<file path="src/logic/timing_select_regs.vh">
// Register indices, field positions, reset values and codes of the bank
`ifndef TIMING_SELECT_REGS_VH
`define TIMING_SELECT_REGS_VH

// ----------------------------------------------------------------------
// Register indices (byte address is four times the index)
// ----------------------------------------------------------------------
`define IDX_PIN5_SELECT 7'h47
`define IDX_PIN6_SELECT 7'h48
`define IDX_PIN7_SELECT 7'h49
`define IDX_PIN8_SELECT 7'h4a
`define IDX_RESERVED_SLOT 7'h4b
`define IDX_VIDEO_CONTROL 7'h4c
`define IDX_HOST_STANDARD 7'h4d
`define IDX_LINE_LENGTH 7'h4e
`define IDX_HSYNC_WIDTH 7'h4f
`define IDX_ACTIVE_START 7'h50
`define IDX_ACTIVE_END 7'h51

// ----------------------------------------------------------------------
// Field positions
// ----------------------------------------------------------------------
`define SEL_CODE_MSB 3
`define SEL_CODE_LSB 0
`define SEL_HIGH_DRIVE_BIT 4
`define VC_LONG_FIELD_ID_BIT 4
`define VC_HOST_PICKS_BIT 1
`define STD_MSB 5

// ----------------------------------------------------------------------
// Reset values
// ----------------------------------------------------------------------
`define RST_PIN5_CODE 4'h5
`define RST_PIN6_CODE 4'h6
`define RST_PIN7_CODE 4'h7
`define RST_PIN8_CODE 4'h8
`define RST_HIGH_DRIVE 1'b0
`define RST_LONG_FIELD_ID 1'b0
`define RST_HOST_PICKS 1'b0
`define RST_HOST_STANDARD 6'h00
`define RST_HPARAM 16'h0000

// ----------------------------------------------------------------------
// Codes
// ----------------------------------------------------------------------
`define STD_CUSTOM 6'h3e
`define SEL_CODE_COUNT 14

`endif

</file>
<file path="src/logic/timing_select_bank.v">
// APB register bank for timing pin routing and horizontal parameters
//
// Summary of operation
// [RULE_01] 4-bit selector routes signal to pins 5-8
// [RULE_02] Pin 5 selector resets to field sync
// [RULE_03] Pin 6 selector resets to digital field
// [RULE_04] Pin 7 selector resets to ten-field identifier
// [RULE_05] Pin 8 selector resets to display enable
// [RULE_06] Bit 4 picks high drive, resets low
// [RULE_07] Software writes zero to selector bits 15-5
// [RULE_08] Software writes zero to control reserved bits
// [RULE_09] Control bit 4 stretches identifier to field
// [RULE_10] Control bit 1 takes standard from register
// [RULE_11] Six-bit host standard replaces pins, resets zero
// [RULE_12] Report clocks per line for format
// [RULE_13] Hold hsync width in clocks
// [RULE_14] Hold hsync to active start in clocks
// [RULE_15] Hold hsync to active end in clocks
// [RULE_16] Horizontal parameters writable only in standard 62
// [RULE_17] Codes 1-4 give hsync, hblank, vsync, vblank
// [RULE_18] Undefined selector code drives pin low
//
// The APB register port was decided locally.
`timescale 1ns/1ps
`include "timing_select_regs.vh"
module timing_select_bank (
    // Clock and reset
    input wire ref_clk_in,
    input wire nrst_in,
    // APB slave
    input wire psel_in,
    input wire penable_in,
    input wire pwrite_in,
    input wire [11:0] paddr_in,
    input wire [31:0] pwdata_in,
    output wire pready_out,
    output reg [31:0] prdata_out,
    output reg pslverr_out,
    // External standard pins
    input wire [5:0] standard_pins_in,
    // Timing signals from the timing core
    input wire hsync_in,
    input wire hblank_in,
    input wire vsync_in,
    input wire vblank_in,
    input wire field_sync_in,
    input wire digital_field_in,
    input wire ten_field_identifier_in,
    input wire display_enable_in,
    input wire extra_timing_in,
    input wire spare_timing_in,
    input wire [3:0] user_timing_in,
    input wire field_start_in,
    // Preset horizontal parameters of the selected standard
    input wire [15:0] preset_line_length_in,
    input wire [15:0] preset_hsync_width_in,
    input wire [15:0] preset_active_start_in,
    input wire [15:0] preset_active_end_in,
    // Timing pins and drive strength
    output wire [3:0] timing_pin_out,
    output wire [3:0] high_drive_out,
    // Format to the timing core
    output reg [5:0] video_standard_select_out,
    output reg [15:0] line_length_out,
    output reg [15:0] hsync_width_out,
    output reg [15:0] active_start_out,
    output reg [15:0] active_end_out
);

// ----------------------------------------------------------------------
// Functions
// ----------------------------------------------------------------------
// Word index of a byte address, or 7'h00 when not word aligned in range
function [6:0] word_index;
    input [11:0] addr;
    begin
        if (addr[1:0] != 2'b00 || addr[11:9] != 3'b000) begin
            word_index = 7'h00;
        end else begin
            word_index = addr[8:2];
        end
    end
endfunction

// One when the index names a register of this bank
function index_mapped;
    input [6:0] idx;
    begin
        index_mapped = (idx >= `IDX_PIN5_SELECT) &&
                       (idx <= `IDX_ACTIVE_END);
    end
endfunction

// One when the standard selects custom horizontal timing
function is_custom;
    input [5:0] std;
    begin
        is_custom = (std == `STD_CUSTOM);
    end
endfunction

// Selector register image with reserved bits read as zero
function [31:0] select_image;
    input high_drive;
    input [3:0] code;
    begin
        select_image = {27'h0, high_drive, code};
    end
endfunction

// ----------------------------------------------------------------------
// Registers
// ----------------------------------------------------------------------
reg [3:0] pin5_code;
reg [3:0] pin6_code;
reg [3:0] pin7_code;
reg [3:0] pin8_code;
reg [3:0] high_drive;
reg long_field_id_pulse;
reg host_picks_standard;
reg [5:0] host_standard;
reg [15:0] custom_line_length;
reg [15:0] custom_hsync_width;
reg [15:0] custom_active_start;
reg [15:0] custom_active_end;

// ----------------------------------------------------------------------
// Bus decode
// ----------------------------------------------------------------------
wire [6:0] idx;
wire access;
wire wr_strobe;
wire rd_strobe;
wire custom_mode;

assign idx = word_index(paddr_in);
assign access = psel_in && penable_in;
assign wr_strobe = access && pwrite_in && index_mapped(idx);
assign rd_strobe = access && !pwrite_in;
assign pready_out = 1'b1;
assign custom_mode = is_custom(video_standard_select_out);

// ----------------------------------------------------------------------
// Standard pin synchroniser
// ----------------------------------------------------------------------
reg [5:0] std_pins_meta;
reg [5:0] std_pins_sync;

always @(posedge ref_clk_in or negedge nrst_in) begin
    if (!nrst_in) begin
        std_pins_meta <= 6'h00;
        std_pins_sync <= 6'h00;
    end else begin
        std_pins_meta <= standard_pins_in;
        std_pins_sync <= std_pins_meta;
    end
end

// ----------------------------------------------------------------------
// Selector registers
// ----------------------------------------------------------------------
always @(posedge ref_clk_in or negedge nrst_in) begin
    if (!nrst_in) begin
        pin5_code <= `RST_PIN5_CODE; // [RULE_02]
        pin6_code <= `RST_PIN6_CODE; // [RULE_03]
        pin7_code <= `RST_PIN7_CODE; // [RULE_04]
        pin8_code <= `RST_PIN8_CODE; // [RULE_05]
        high_drive <= {4{`RST_HIGH_DRIVE}}; // [RULE_06]
    end else if (wr_strobe) begin
        // Upper bits are dropped, software keeps them zero [RULE_07]
        case (idx)
            `IDX_PIN5_SELECT: begin
                pin5_code <= pwdata_in[`SEL_CODE_MSB:`SEL_CODE_LSB];
                high_drive[0] <= pwdata_in[`SEL_HIGH_DRIVE_BIT]; // [RULE_06]
            end
            `IDX_PIN6_SELECT: begin
                pin6_code <= pwdata_in[`SEL_CODE_MSB:`SEL_CODE_LSB];
                high_drive[1] <= pwdata_in[`SEL_HIGH_DRIVE_BIT]; // [RULE_06]
            end
            `IDX_PIN7_SELECT: begin
                pin7_code <= pwdata_in[`SEL_CODE_MSB:`SEL_CODE_LSB];
                high_drive[2] <= pwdata_in[`SEL_HIGH_DRIVE_BIT]; // [RULE_06]
            end
            `IDX_PIN8_SELECT: begin
                pin8_code <= pwdata_in[`SEL_CODE_MSB:`SEL_CODE_LSB];
                high_drive[3] <= pwdata_in[`SEL_HIGH_DRIVE_BIT]; // [RULE_06]
            end
            default: pin5_code <= pin5_code;
        endcase
    end
end

assign high_drive_out = high_drive; // [RULE_06]

// ----------------------------------------------------------------------
// Video control and host standard
// ----------------------------------------------------------------------
always @(posedge ref_clk_in or negedge nrst_in) begin
    if (!nrst_in) begin
        long_field_id_pulse <= `RST_LONG_FIELD_ID; // [RULE_09]
        host_picks_standard <= `RST_HOST_PICKS; // [RULE_10]
        host_standard <= `RST_HOST_STANDARD; // [RULE_11]
    end else if (wr_strobe) begin
        // Reserved control bits are dropped [RULE_08]
        if (idx == `IDX_VIDEO_CONTROL) begin
            long_field_id_pulse <= pwdata_in[`VC_LONG_FIELD_ID_BIT];
            host_picks_standard <= pwdata_in[`VC_HOST_PICKS_BIT];
        end
        if (idx == `IDX_HOST_STANDARD) begin
            host_standard <= pwdata_in[`STD_MSB:0]; // [RULE_11]
        end
    end
end

// Effective standard: register or synchronised pins
always @(posedge ref_clk_in or negedge nrst_in) begin
    if (!nrst_in) begin
        video_standard_select_out <= 6'h00;
    end else if (host_picks_standard) begin
        video_standard_select_out <= host_standard; // [RULE_10] [RULE_11]
    end else begin
        video_standard_select_out <= std_pins_sync;
    end
end

// ----------------------------------------------------------------------
// Horizontal timing parameters
// ----------------------------------------------------------------------
always @(posedge ref_clk_in or negedge nrst_in) begin
    if (!nrst_in) begin
        custom_line_length <= `RST_HPARAM;
        custom_hsync_width <= `RST_HPARAM;
        custom_active_start <= `RST_HPARAM;
        custom_active_end <= `RST_HPARAM;
    end else if (wr_strobe && custom_mode) begin
        // Writes in any other standard are ignored [RULE_16]
        case (idx)
            `IDX_LINE_LENGTH: begin
                custom_line_length <= pwdata_in[15:0]; // [RULE_12]
            end
            `IDX_HSYNC_WIDTH: begin
                custom_hsync_width <= pwdata_in[15:0]; // [RULE_13]
            end
            `IDX_ACTIVE_START: begin
                custom_active_start <= pwdata_in[15:0]; // [RULE_14]
            end
            `IDX_ACTIVE_END: begin
                custom_active_end <= pwdata_in[15:0]; // [RULE_15]
            end
            default: custom_line_length <= custom_line_length;
        endcase
    end
end

// Parameters in force for the selected format
always @(posedge ref_clk_in or negedge nrst_in) begin
    if (!nrst_in) begin
        line_length_out <= `RST_HPARAM;
        hsync_width_out <= `RST_HPARAM;
        active_start_out <= `RST_HPARAM;
        active_end_out <= `RST_HPARAM;
    end else if (custom_mode) begin
        line_length_out <= custom_line_length; // [RULE_12]
        hsync_width_out <= custom_hsync_width; // [RULE_13]
        active_start_out <= custom_active_start; // [RULE_14]
        active_end_out <= custom_active_end; // [RULE_15]
    end else begin
        line_length_out <= preset_line_length_in; // [RULE_12]
        hsync_width_out <= preset_hsync_width_in; // [RULE_13]
        active_start_out <= preset_active_start_in; // [RULE_14]
        active_end_out <= preset_active_end_in; // [RULE_15]
    end
end

// ----------------------------------------------------------------------
// Read data and error
// ----------------------------------------------------------------------
reg [31:0] next_rdata;

always @* begin
    case (idx)
        `IDX_PIN5_SELECT: next_rdata = select_image(high_drive[0], pin5_code);
        `IDX_PIN6_SELECT: next_rdata = select_image(high_drive[1], pin6_code);
        `IDX_PIN7_SELECT: next_rdata = select_image(high_drive[2], pin7_code);
        `IDX_PIN8_SELECT: next_rdata = select_image(high_drive[3], pin8_code);
        `IDX_VIDEO_CONTROL: next_rdata = {27'h0, long_field_id_pulse, 2'b00,
            host_picks_standard, 1'b0};
        `IDX_HOST_STANDARD: next_rdata = {26'h0, host_standard};
        `IDX_LINE_LENGTH: next_rdata = {16'h0000, line_length_out};
        `IDX_HSYNC_WIDTH: next_rdata = {16'h0000, hsync_width_out};
        `IDX_ACTIVE_START: next_rdata = {16'h0000, active_start_out};
        `IDX_ACTIVE_END: next_rdata = {16'h0000, active_end_out};
        default: next_rdata = 32'h00000000;
    endcase
end

always @* begin
    if (rd_strobe) begin
        prdata_out = next_rdata;
    end else begin
        prdata_out = 32'h00000000;
    end
    pslverr_out = access && !index_mapped(idx);
end

// ----------------------------------------------------------------------
// Ten-field identifier stretch
// ----------------------------------------------------------------------
reg stretched_id;
wire ten_field_identifier;

always @(posedge ref_clk_in or negedge nrst_in) begin
    if (!nrst_in) begin
        stretched_id <= 1'b0;
    end else if (ten_field_identifier_in) begin
        stretched_id <= 1'b1; // [RULE_09]
    end else if (field_start_in) begin
        stretched_id <= 1'b0;
    end
end

assign ten_field_identifier = long_field_id_pulse ?
    (stretched_id || ten_field_identifier_in) :
    ten_field_identifier_in; // [RULE_09]

// ----------------------------------------------------------------------
// Timing pin routing
// ----------------------------------------------------------------------
wire [13:0] timing_signals;

// Bit n-1 is selector code n [RULE_17]
assign timing_signals = {user_timing_in, spare_timing_in,
                         extra_timing_in, display_enable_in,
                         ten_field_identifier, digital_field_in,
                         field_sync_in, vblank_in, vsync_in,
                         hblank_in, hsync_in};

timing_pin_mux pin5_mux (
    .ref_clk_in(ref_clk_in),
    .nrst_in(nrst_in),
    .code_in(pin5_code),
    .signals_in(timing_signals),
    .pin_out(timing_pin_out[0])
); // [RULE_01]

timing_pin_mux pin6_mux (
    .ref_clk_in(ref_clk_in),
    .nrst_in(nrst_in),
    .code_in(pin6_code),
    .signals_in(timing_signals),
    .pin_out(timing_pin_out[1])
);

timing_pin_mux pin7_mux (
    .ref_clk_in(ref_clk_in),
    .nrst_in(nrst_in),
    .code_in(pin7_code),
    .signals_in(timing_signals),
    .pin_out(timing_pin_out[2])
);

timing_pin_mux pin8_mux (
    .ref_clk_in(ref_clk_in),
    .nrst_in(nrst_in),
    .code_in(pin8_code),
    .signals_in(timing_signals),
    .pin_out(timing_pin_out[3])
);

endmodule // timing_select_bank

</file>
<file path="src/logic/timing_pin_mux.v">
// Selector that routes one timing signal onto one timing output pin
`timescale 1ns/1ps
module timing_pin_mux (
    // Clock and reset
    input wire ref_clk_in,
    input wire nrst_in,
    // Selection
    input wire [3:0] code_in,
    input wire [13:0] signals_in,
    // Pin
    output reg pin_out
);

// ----------------------------------------------------------------------
// Registered selection
// ----------------------------------------------------------------------
reg next_pin;

always @* begin
    // Code n picks signal bit n-1; codes 0 and 15 give a quiet low pin
    if (code_in == 4'h0 || code_in > 4'he) begin
        next_pin = 1'b0; // [RULE_18]
    end else begin
        next_pin = signals_in[code_in - 4'h1]; // [RULE_01] [RULE_17]
    end
end

always @(posedge ref_clk_in or negedge nrst_in) begin
    if (!nrst_in) begin
        pin_out <= 1'b0;
    end else begin
        pin_out <= next_pin;
    end
end

endmodule // timing_pin_mux

</file>
<file path="config.mk">
export PLATFORM = sky130hd
export DESIGN_NAME = timing_select_bank
export DESIGN_NICKNAME = d
export VERILOG_FILES = /design/src/logic/timing_select_bank.v /design/src/logic/timing_pin_mux.v
export VERILOG_INCLUDE_DIRS = /design/src /design/src/logic
export SDC_FILE = /design/constraint.sdc
export NUM_CORES = 1
export LEC_CHECK = 0
export BUFFER_PORTS_ARGS = -buffer_cell sky130_fd_sc_hd__buf_2
export CORE_MARGIN = 1
export CORE_UTILIZATION = 50
export DETAILED_ROUTE_END_ITERATION = 7
export HOLD_SLACK_MARGIN = 0.05
export PLACE_DENSITY = 0.77
export SKIP_CTS_REPAIR_TIMING = 1
export SYNTH_ARGS = -nofsm -noshare
export SYNTH_HDL_FRONTEND = slang
export SYNTH_SLANG_ARGS = --single-unit
</file>
<file path="constraint.sdc">
create_clock -name ref_clk_in -period 3.8 [get_ports ref_clk_in]
set_input_delay 0.57 -clock ref_clk_in [delete_from_list [all_inputs] [get_ports ref_clk_in]]
set_output_delay 0.57 -clock ref_clk_in [all_outputs]
set_load 0.1 [all_outputs]
</file>
==> summary.md, run 1 <==
| Metric | Value |
|---|---|
| Highest attainable clock frequency | about 300 MHz |
| Highest net fanout along the worst path | 11 |
| Avg Vias per Cell | 5.63 |
| Worst-margin pin slew | 0.920 ns |
| Detailed-route via count | 6128 |
| Worst slew slack as a fraction of its limit | 0.386 |
| Number of antenna violations at the first check in global routing | 2 |
| Share of post-route cells with drive strength above 1 | 0.554 |
| Count of distinct cell types in the synthesized netlist | 53 |
| Number of I/O port buffers | about 210 |
| Final core utilization | 0.649 |
| Non-filler cells in the finished layout | about 1100 |
| Count of filler cells inserted in the layout | ~1300 |
| Number of design rule violations left after detail routing | 0 |
| CP Cell Sequence | buf_2 > or4_4 > or3_1 > nor3_2 > buf_4 > nand2_1 > a21oi_2 > buf_12 |
| Start point of the critical path | paddr_in[1] |
| Synthesis-to-layout area growth | 26.1% |
| Placed cells | 1055 |
| Minimum hold slack | between 0.08 and 0.09 ns |
| Mean instance size in the synthesized netlist | 13.3 um2 |
| TritonCTS clock tree | done |
| Final number of setup-violating endpoints | 0 |
| Count of synthesis-stage warnings from yosys | 0 |
| Number of nets with antenna violations after detailed routing | 0 |
| Result of the run | finished clean |
| CTS max path bufs | 2 |
| Top FF cell, synth | sky130_fd_sc_hd__dfrtp_1 |
| Crit share post-route | 0.883 |
| Avg WL per Cell | 20.9 um |
| Most common cell after layout, fill and taps aside | sky130_fd_sc_hd__buf_2 |
| Placer congestion estimate | between 0.8 and 0.9 |
| Number of placed I/O pins | 246 |
| CTS H-tree lvls | 4 |
| DRC marker count from the first detailed-route iteration | 312 |
| Die Footprint | 17700 um2 |
| Core footprint | 16600 um2 |
| Highest-count cells in the layout ignoring fill and taps | sky130_fd_sc_hd__buf_2, sky130_fd_sc_hd__dfrtp_1, sky130_fd_sc_hd__mux2_2 |
| Standard cell with the maximum stage delay on the critical path | sky130_fd_sc_hd__or4_4 |
| Total clock buffers created by CTS | 17 |
| WS Path Type | in -> out |
| Final routed wirelength across all metal layers | approximately 23000 um |
| Via count of the first global-routing pass | ~6300 |
| TNS Setup | 0 ns |
| Cells after synthesis | 646 |
| NumNets Final | 1000 |
| Worst clock skew | roughly 0.0079 ns |
| Max IR drop VDD | 0.300 mV |
| Leakage dissipation | 0.00507 uW |
| Leftover overflow at the end of global routing | 0 |
| Post-CTS clock slew at the launch and capture registers of the worst setup and hold paths | 0.07 ns |
| Number of enable-type register cells in the synthesized netlist | 0 |
| Clock latency on the worst-skew pair | around 0.43 ns |
| DP Wirelength | 16200 um |
| Final hold violation count | 0 |
| Endpoint type of the worst setup path | output pin |
| Global-route wire length before repair | 35100 um |
| Arrival time at the worst endpoint | 2.79 ns |
| Final worst path period need | about 3.4 ns |
| All-layer global routing usage | 0.265 |
| Pwr dens | 426 nW/um2 |
| Y dimension of the die | 133 um |
| Sink Count | 179 |
| Reg2Reg Launch Point | video_standard_select_out[4]$_DFF_PN0_ |
| Initial standard-cell utilization of the core | 0.515 |
| Clock root cell | sky130_fd_sc_hd__clkbuf_16 |
| Syn Std Cell Area | 8570 um2 |
| Die Width | 133 um |
| Maximum number of pins on one net before global-route repair | 81 |
| Setup repair after global routing missed its margin | no |
| CP required | roughly 3.2 ns |
| DR pass1 iterations | 6 |
| Delay of the slowest critical-path stage | around 0.57 ns |
| Max-cap violations | 0 |
| Rows | 47 |
| FF+latch count, synth | between 150 and 200 |
| Kind of path behind the tightest hold check | in -> async |
| Number of pins with negative max-slew slack in the final report | 0 |
| Share of flip-flops with an asynchronous set or reset after synthesis | 1.00 |
| Sort of element at the start of the critical path | primary input |
| Part of the Yosys area used for sequential elements | 0.524 |
-- per-layer routing --
layer / share of wire / routed length, um / track usage / vias up
met5: 0.00066 / 15 / 0 / -
met4: 0.026 / 602 / 0.110 / 2
met2: 0.50 / 11400 / 0.448 / 258
met1: 0.40 / 9050 / 0.322 / 3054
met3: 0.074 / 1690 / 0.0690 / 45
li1: - / - / - / 2769
-- logic make-up after synthesis --
kind of cell,Yosys count,share of synthesized area
XOR/XNOR,10,0.0102
AO/OA/AOI/OAI,77,0.0647
AND/OR/NAND/NOR,102,0.0683
buffers and inverters,72,0.0435
adder cells (fa/ha/maj),12,0.0175
flip-flops,179,0.524
multiplexers,192,0.271
other,2,0.000876
-- cell type report --
type,instances,area (um2),area share
multi-input combinational,410,3850,0.356
clock inverter,14,220,0.0204
tap,220,275,0.0255
sequential,179,4490,0.415
inverter,16,60.1,0.00556
antenna,2,5.00,0.000463
timing repair buffer,230,1470,0.136
clock buffer,18,439,0.0406
-- metrics by stage --
stage / setup WS [ns] / power, uW / cell area (um2)
2_1_floorplan: 0.0112 / 2490 / 8690
3_3_place_gp: 0.478 / 2680 / 10100
3_5_place_dp: 0.462 / 2680 / 10100
4_1_cts: 0.451 / 4630 / 10800
5_1_grt: 0.390 / 4730 / 10800
6_report: 0.444 / 4600 / 10800
-- critical path: cells and delay by family --
kind	cells	cell delay (ns)
compound gates	1	0.23
simple gates	4	1.40
buf+inv	3	0.57
-- cell usage after synthesis (6+ instances only) --
| library cell | n | share of area |
|---|---|---|
| sky130_fd_sc_hd__dfrtp_1 | 171 | 0.50 |
| sky130_fd_sc_hd__mux2i_1 | 13 | 0.015 |
| sky130_fd_sc_hd__a222oi_1 | 12 | 0.014 |
| sky130_fd_sc_hd__dfstp_2 | 8 | 0.025 |
| sky130_fd_sc_hd__mux2_2 | 150 | 0.20 |
| sky130_fd_sc_hd__nand2_1 | 23 | 0.010 |
| sky130_fd_sc_hd__buf_4 | 22 | 0.019 |
| sky130_fd_sc_hd__a21oi_1 | 24 | 0.014 |
| sky130_fd_sc_hd__xnor2_1 | 9 | 0.0092 |
| sky130_fd_sc_hd__clkbuf_1 | 26 | 0.011 |
| sky130_fd_sc_hd__ha_1 | 12 | 0.018 |
| sky130_fd_sc_hd__inv_1 | 16 | 0.0070 |
| sky130_fd_sc_hd__o21ai_0 | 6 | 0.0035 |
| sky130_fd_sc_hd__nor3_1 | 15 | 0.0088 |
| sky130_fd_sc_hd__mux2_4 | 20 | 0.035 |
| sky130_fd_sc_hd__mux4_2 | 9 | 0.024 |
| sky130_fd_sc_hd__nor2_1 | 12 | 0.0053 |
| sky130_fd_sc_hd__nand3_1 | 14 | 0.0082 |
-- path summary, 6_finish.rpt --
kind                                               endpoint  slack [ns]  cells past startpoint
min                          active_start_out[14]$_DFF_PN0_        0.09                      1
max in group asynchronous     active_start_out[5]$_DFF_PN0_        2.68                      2
min in group ref_clk_in          std_pins_meta[3]$_DFF_PN0_        0.25                      1
min reg2reg                      std_pins_sync[5]$_DFF_PN0_        0.35                      0
max reg2reg                custom_active_end[5]$_DFFE_PN0P_        1.35                      6
max                                           prdata_out[6]        0.44                      8
-- sequential cells by signal, summed over array words and instances (netlist names), 4 cells and up --
name	count
active_end_out	16
active_start_out	16
custom_active_end	16
custom_active_start	16
custom_hsync_width	16
custom_line_length	16
high_drive_out	4
host_standard	6
hsync_width_out	16
line_length_out	16
pin5_code	4
pin6_code	4
pin7_code	4
pin8_code	4
std_pins_meta	6
std_pins_sync	6
video_standard_select_out	6
-- where the power goes --
part	switching (uW)	total, uW	leakage [uW]	internal [uW]
logic	532	662	0.00246	130
registers	27.9	1980	0.00228	1950
clock network	760	1960	0.000327	1200
total	1320	4600	0.00507	3280
(Power assumes the default switching activity.)
==> inputs of run 2 (changes only) <==
--- a/config.mk
+++ b/config.mk
@@ -7,10 +7,12 @@
 export NUM_CORES = 1
 export LEC_CHECK = 0
 export BUFFER_PORTS_ARGS = -buffer_cell sky130_fd_sc_hd__buf_2
+export CORE_ASPECT_RATIO = 1.4
 export CORE_MARGIN = 1
 export CORE_UTILIZATION = 50
 export DETAILED_ROUTE_END_ITERATION = 7
 export HOLD_SLACK_MARGIN = 0.05
+export MAX_ROUTING_LAYER = met4
 export PLACE_DENSITY = 0.77
 export SKIP_CTS_REPAIR_TIMING = 1
 export SYNTH_ARGS = -nofsm -noshare
==> summary.md, run 2 (synthesis results as in run 1) <==
| Metric | Value |
|---|---|
| Result of the run | finished clean |
| Highest attainable clock frequency | 281 MHz (-5.8%) |
| Core footprint | 16700 um2 (+0.62%) |
| Met1 usage | 0.326 (+0.00410) |
| Number of pins with negative max-slew slack in the final report | 0 (unchanged) |
| Number of buffers and inverters on the critical path | 3 (unchanged) |
| Most common cell after layout, fill and taps aside | sky130_fd_sc_hd__buf_2 |
| Die Footprint | 17700 um2 (about the same) |
| Routing usage on met2 | 0.472 (+0.0238) |
| Rows | 56 (+19%) |
| Leakage dissipation | 0.00498 uW (-1.8%) |
| Highest-count cells in the layout ignoring fill and taps | sky130_fd_sc_hd__buf_2, sky130_fd_sc_hd__dfrtp_1, sky130_fd_sc_hd__mux2_2 |
| Via count of the first global-routing pass | 6376 (+1.6%) |
| Switching share of total power | 0.320 (+0.0332) |
| Worst-margin pin slew | 0.933 ns (+0.0121 ns) |
| Die Width | 113 um (-15%) |
| Number of antenna violations at the first check in global routing | 2 (unchanged) |
| Share of post-route cells with drive strength above 1 | 0.550 (-0.00375) |
| DRC marker count from the first detailed-route iteration | 469 (+50%) |
| Path depth of the worst reg2reg path | 6 (unchanged) |
| Detailed-route via count | 6134 (+0.098%) |
| DP Wirelength | 16200 um (about the same) |
| Placer congestion estimate | 0.927 (+3.9%) |
| Kind of cell with the highest combined delay on the critical path | simple AND/OR/NAND/NOR gates |
| Setup repair after global routing missed its margin | no |
| Non-filler cells in the finished layout | 1067 (-2.0%) |
| TritonCTS clock tree | done |
| Worst clock skew | 0.00805 ns (+0.000161 ns) |
| Switching Power | 1390 uW (+5.4%) |
| Internal power | 2950 uW (-9.9%) |
| Crit share post-route | 0.938 (+0.0544) |
| NumNets Final | 995 (-0.50%) |
| Number of placed I/O pins | 246 (unchanged) |
| Highest net fanout along the worst path | 12 (+1) |
| CP required | 3.23 ns (about the same) |
| Arrival time at the worst endpoint | 2.99 ns (+0.20 ns) |
| Standard cell with the maximum stage delay on the critical path | sky130_fd_sc_hd__or3_1 |
| Placed cells | 1033 (-2.1%) |
| Initial standard-cell utilization of the core | 0.512 (-0.00319) |
| Leftover overflow at the end of global routing | 0 (unchanged) |
| Total non-filler cell area in the finished layout | 10600 um2 (-1.6%) |
| Kind of path behind the tightest hold check | in -> async |
| Met3 usage | 0.0528 (-0.0162) |
| Avg WL per Cell | 21.4 um (+2.4%) |
| CTS H-tree lvls | 4 (unchanged) |
| Count of filler cells inserted in the layout | 1278 (-0.93%) |
| Endpoint type of the worst setup path | output pin |
| Placed Instance Area | 10100 um2 (-0.83%) |
| Max-cap violations | 0 (unchanged) |
| Design Power | 4340 uW (-5.5%) |
| Most used routing layer in global routing | met2 |
| WS Path Type | in -> out |
| All-layer global routing usage | 0.277 (+0.0118) |
| Sort of element at the start of the critical path | primary input |
| Global-route wire length before repair | 35100 um (about the same) |
| Clock latency on the worst-skew pair | 0.43 ns (about the same) |
| Avg Vias per Cell | 5.75 (+2.2%) |
| Maximum number of pins on one net before global-route repair | 112 (+38%) |
| Final number of setup-violating endpoints | 0 (unchanged) |
| TNS Setup | 0 ns (unchanged) |
| Y dimension of the die | 157 um (+18%) |
| Synthesis-to-layout area growth | 24.1% |
| Sink Count | 179 (unchanged) |
| Delay of the slowest critical-path stage | 0.59 ns (+0.02 ns) |
| CP Cell Sequence | buf_2 > or4_4 > or3_1 > nor3_2 > buf_4 > a221oi_1 > a31oi_2 > buf_12 |
| Max IR drop VDD | 0.265 mV (-12%) |
| CTS max path bufs | 2 (unchanged) |
| Final hold violation count | 0 (unchanged) |
| Power share of the clock group | 0.391 (-0.034) |
| Pwr dens | 409 nW/um2 (-4.0%) |
| DR pass1 iterations | 5 (-1) |
| Post-CTS clock slew at the launch and capture registers of the worst setup and hold paths | 0.07 ns (about the same) |
| Number of nets with antenna violations after detailed routing | 0 (unchanged) |
| Sequential Power Share | 0.456 (+0.025) |
| Worst slew slack as a fraction of its limit | 0.378 (-0.00808) |
| Worst path depth | 8 (unchanged) |
| Total clock buffers created by CTS | 17 (unchanged) |
| Final routed wirelength across all metal layers | 22800 um (+0.37%) |
| Clock root cell | sky130_fd_sc_hd__clkbuf_16 |
| Final worst path period need | 3.56 ns (+0.207 ns) |
| Number of design rule violations left after detail routing | 0 (unchanged) |
| Logic gate share of total power | 0.152 (+0.008) |
| Number of I/O port buffers | 212 (unchanged) |
| Minimum hold slack | 0.110 ns (+0.0206 ns) |
[run 2: cell count changes in the layout (fill, tap and decap cells not counted)]
cell | before | now
sky130_fd_sc_hd__clkbuf_8 | 1 | 0
sky130_fd_sc_hd__clkinvlp_4 | 0 | 4
sky130_fd_sc_hd__bufinv_16 | 5 | 0
sky130_fd_sc_hd__inv_6 | 4 | 3
sky130_fd_sc_hd__clkinv_8 | 0 | 2
sky130_fd_sc_hd__buf_12 | 18 | 16
sky130_fd_sc_hd__buf_4 | 15 | 12
sky130_fd_sc_hd__clkbuf_1 | 0 | 1
sky130_fd_sc_hd__inv_8 | 1 | 4
sky130_fd_sc_hd__clkinv_2 | 3 | 0
[run 2: path summary, 6_finish.rpt]
| check | slack [ns] | from | end |
|---|---|---|---|
| worst max-delay path | 0.24 | paddr_in[1] | prdata_out[4] |
| worst min-delay path | 0.11 | nrst_in | line_length_out[6]$_DFF_PN0_ |
| worst max register to register | 1.36 | video_standard_select_out[3]$_DFF_PN0_ | custom_active_end[12]$_DFFE_PN0P_ |
| worst min register to register | 0.35 | std_pins_meta[4]$_DFF_PN0_ | std_pins_sync[4]$_DFF_PN0_ |
| max in group asynchronous | 2.60 | nrst_in | custom_line_length[2]$_DFFE_PN0P_ |
| min in group ref_clk_in | 0.24 | standard_pins_in[5] | std_pins_meta[5]$_DFF_PN0_ |
[run 2: power groups by stage]
stage	Sequential [uW]	Clock (uW)	Combinational (uW)
CTS	1980	1730	665
floorplan	2310	0	182
detailed placement	2020	0	664
global placement	2020	0	659
global route	1990	1810	690
finish	1980	1700	662
[run 2: cell type report]
type	count	area [um2]	share of cell area
Antenna cell	2	5.00	0.000471
Clock buffer	18	429	0.0404
Clock inverter	14	143	0.0134
Inverter	16	60.1	0.00565
Multi-Input combinational cell	410	3850	0.362
Sequential cell	179	4490	0.422
Tap cell	203	254	0.0239
Timing Repair Buffer	225	1400	0.132
[run 2: per-layer routing]
metal	part of all wire	up-vias
met5	0	-
met4	0.026	0
met3	0.060	38
met2	0.52	258
met1	0.39	3091
li1	-	2747
[run 2: worst register-to-register path, cell delays in order (launching register included)]
cell and delay, ns:
sky130_fd_sc_hd__dfrtp_1 0.36, sky130_fd_sc_hd__nand4_1 0.11, sky130_fd_sc_hd__nor3b_2 0.29, sky130_fd_sc_hd__buf_4 0.72, sky130_fd_sc_hd__nand4_1 0.26, sky130_fd_sc_hd__buf_4 0.29, sky130_fd_sc_hd__mux2_2 0.31
[run 2: stage by stage]
step,utilization,setup slack [ns]
finish,0.635,0.237
global placement,0.601,0.270
CTS,0.635,0.252
global route,0.635,0.191
detailed placement,0.601,0.257
floorplan,-,0.0112
==> inputs of run 3 (changes only) <==
--- a/config.mk
+++ b/config.mk
@@ -10,8 +10,8 @@
 export CORE_ASPECT_RATIO = 1.4
 export CORE_MARGIN = 1
 export CORE_UTILIZATION = 50
+export CTS_BUF_LIST = sky130_fd_sc_hd__clkbuf_8
 export DETAILED_ROUTE_END_ITERATION = 7
-export HOLD_SLACK_MARGIN = 0.05
 export MAX_ROUTING_LAYER = met4
 export PLACE_DENSITY = 0.77
 export SKIP_CTS_REPAIR_TIMING = 1
==> constraint.sdc (replaced) <==
create_clock -name ref_clk_in -period 3.8 [get_ports ref_clk_in]
set_input_delay 0.19 -clock ref_clk_in [delete_from_list [all_inputs] [get_ports ref_clk_in]]
set_output_delay 0.19 -clock ref_clk_in [all_outputs]
set_load 0.1 [all_outputs]
==> summary.md, run 3 (synthesis results as in run 1) <==
| Metric | Value |
|---|---|
| Final hold violation count | 0 (unchanged) |
| Final core utilization | 0.657 (+0.0214) |
| CP required | 3.61 ns (+0.38 ns) |
| WS Path Type | in -> out |
| CTS max path bufs | 2 (unchanged) |
| Leakage dissipation | 0.00521 uW (+4.6%) |
| Share of post-route cells with drive strength above 1 | 0.486 (-0.0637) |
| Initial standard-cell utilization of the core | 0.512 (unchanged) |
| Number of pins with negative max-slew slack in the final report | 0 (unchanged) |
| All-layer global routing usage | 0.273 (-0.00419) |
| Clock root cell | sky130_fd_sc_hd__clkbuf_8 |
| CTS H-tree lvls | 4 (unchanged) |
| Leftover overflow at the end of global routing | 0 (unchanged) |
| Post-CTS clock slew at the launch and capture registers of the worst setup and hold paths | 0.10 ns (+0.03 ns) |
| Via count of the first global-routing pass | 6316 (-0.94%) |
| Number of antenna violations at the first check in global routing | 0 (-2) |
| DP Wirelength | 16200 um (about the same) |
| Avg Vias per Cell | 5.79 (+0.67%) |
| Sort of element at the start of the critical path | primary input |
| Arrival time at the worst endpoint | 2.86 ns (-0.13 ns) |
| Avg WL per Cell | 21.7 um (+1.5%) |
| Result of the run | finished clean |
| Max IR drop VDD | 0.302 mV (+14%) |
| Sink Count | 179 (unchanged) |
| DRC marker count from the first detailed-route iteration | 513 (+9.4%) |
| Maximum number of pins on one net before global-route repair | 100 (-11%) |
| Rows | 56 (unchanged) |
| Footprint of the flip-flops and latches | 4490 um2 (unchanged) |
| Non-filler cells in the finished layout | 1143 (+7.1%) |
| Endpoint type of the worst setup path | output pin |
| Final routed wirelength across all metal layers | 24800 um (+8.7%) |
| Number of nets with antenna violations after detailed routing | 0 (unchanged) |
| Kind of path behind the tightest hold check | in -> reg |
| Highest net fanout along the worst path | 10 (-2) |
| Highest-count cells in the layout ignoring fill and taps | sky130_fd_sc_hd__buf_2, sky130_fd_sc_hd__dfrtp_1, sky130_fd_sc_hd__mux2_2 |
| Count of filler cells inserted in the layout | 1211 (-5.2%) |
| Pwr dens | 367 nW/um2 (-10%) |
| Worst-margin pin slew | 1.14 ns (+0.211 ns) |
| Total clock buffers created by CTS | 17 (unchanged) |
| Final number of setup-violating endpoints | 0 (unchanged) |
| Max-cap violations | 0 (unchanged) |
| Core footprint | 16700 um2 (unchanged) |
| Number of placed I/O pins | 246 (unchanged) |
| Area taken by multi-input logic gates | 3790 um2 (-1.7%) |
| NumNets Final | 1074 (+7.9%) |
| Placed cells | 1031 (-0.19%) |
| DR pass1 iterations | 7 (+2) |
| Die Width | 113 um (unchanged) |
| Clock latency on the worst-skew pair | 0.46 ns (+0.03 ns) |
| Placer congestion estimate | 0.955 (+3.0%) |
| TNS Setup | 0 ns (unchanged) |
| Worst slew slack as a fraction of its limit | 0.238 (-0.141) |
| TritonCTS clock tree | done |
| Die Footprint | 17700 um2 (unchanged) |
| Global-route wire length before repair | 34400 um (-2.0%) |
| Y dimension of the die | 157 um (unchanged) |
| Synthesis-to-layout area growth | 28.3% |
| Setup repair after global routing missed its margin | no |
| Worst clock skew | 0.0136 ns (+0.00552 ns) |
| Crit share post-route | 0.803 (-0.135) |
| Number of design rule violations left after detail routing | 0 (unchanged) |
| Final worst path period need | 3.05 ns (-0.512 ns) |
| Detailed-route via count | 6615 (+7.8%) |
| Number of I/O port buffers | 212 (unchanged) |
| Most common cell after layout, fill and taps aside | sky130_fd_sc_hd__buf_2 |
| Number of diodes added for antenna fixing | 0 (-2) |
| Highest attainable clock frequency | 328 MHz (+17%) |
-- run 3: final cells by class --
| cell class | count | area share |
|---|---|---|
| tap | 203 | 0.0231 |
| inverter | 16 | 0.00546 |
| sequential | 179 | 0.408 |
| clock buffer | 17 | 0.0213 |
| multi-input combinational | 410 | 0.345 |
| timing repair buffer | 304 | 0.182 |
| clock inverter | 14 | 0.0150 |
-- run 3: stage by stage --
stage                     cell area (um2)  worst slack [ns]  power, uW  hold WS (ns)
after global routing                11000             0.668       4170        0.0119
after floorplan                      8630             0.221       2490        -0.106
after global placement               9780             0.868       2680         0.300
after detailed placement             9780             0.829       2680         0.300
after CTS                           10200             0.807       3990        -0.205
final                               11000             0.749       4030        0.0313
-- run 3: worst paths after layout --
kind | startpoint | end | slack (ns) | cells past startpoint
worst max-delay path | paddr_in[1] | prdata_out[10] | 0.75 | 8
worst min-delay path | pwdata_in[5] | custom_hsync_width[5]$_DFFE_PN0P_ | 0.03 | 2
worst max register to register | video_standard_select_out[5]$_DFF_PN0_ | custom_active_end[1]$_DFFE_PN0P_ | 1.33 | 6
worst min register to register | std_pins_meta[4]$_DFF_PN0_ | std_pins_sync[4]$_DFF_PN0_ | 0.36 | 0
max in group asynchronous | nrst_in | custom_active_start[2]$_DFFE_PN0P_ | 2.40 | 3
min in group asynchronous | nrst_in | custom_line_length[6]$_DFFE_PN0P_ | 0.37 | 2
-- run 3: worst max-delay path, cell delays in order --
cell,delay (ns)
sky130_fd_sc_hd__buf_2,0.10
sky130_fd_sc_hd__or4_4,0.57
sky130_fd_sc_hd__or3_1,0.58
sky130_fd_sc_hd__nor3_2,0.31
sky130_fd_sc_hd__buf_4,0.26
sky130_fd_sc_hd__a222oi_1,0.16
sky130_fd_sc_hd__a21oi_1,0.20
sky130_fd_sc_hd__buf_2,0.47
-- run 3: report_power, final --
group | internal (uW) | switching [uW]
clock | 551 | 761
sequential | 1950 | 31.8
combinational | 184 | 552
-- run 3: per-layer routing --
metal | up-vias | GRT usage | wire (um)
li1 | 2890 | - | -
met1 | 3301 | 0.310 | 9090
met3 | 60 | 0.0612 | 1820
met2 | 364 | 0.460 | 13000
met5 | - | - | 0
met4 | 0 | 0.124 | 863
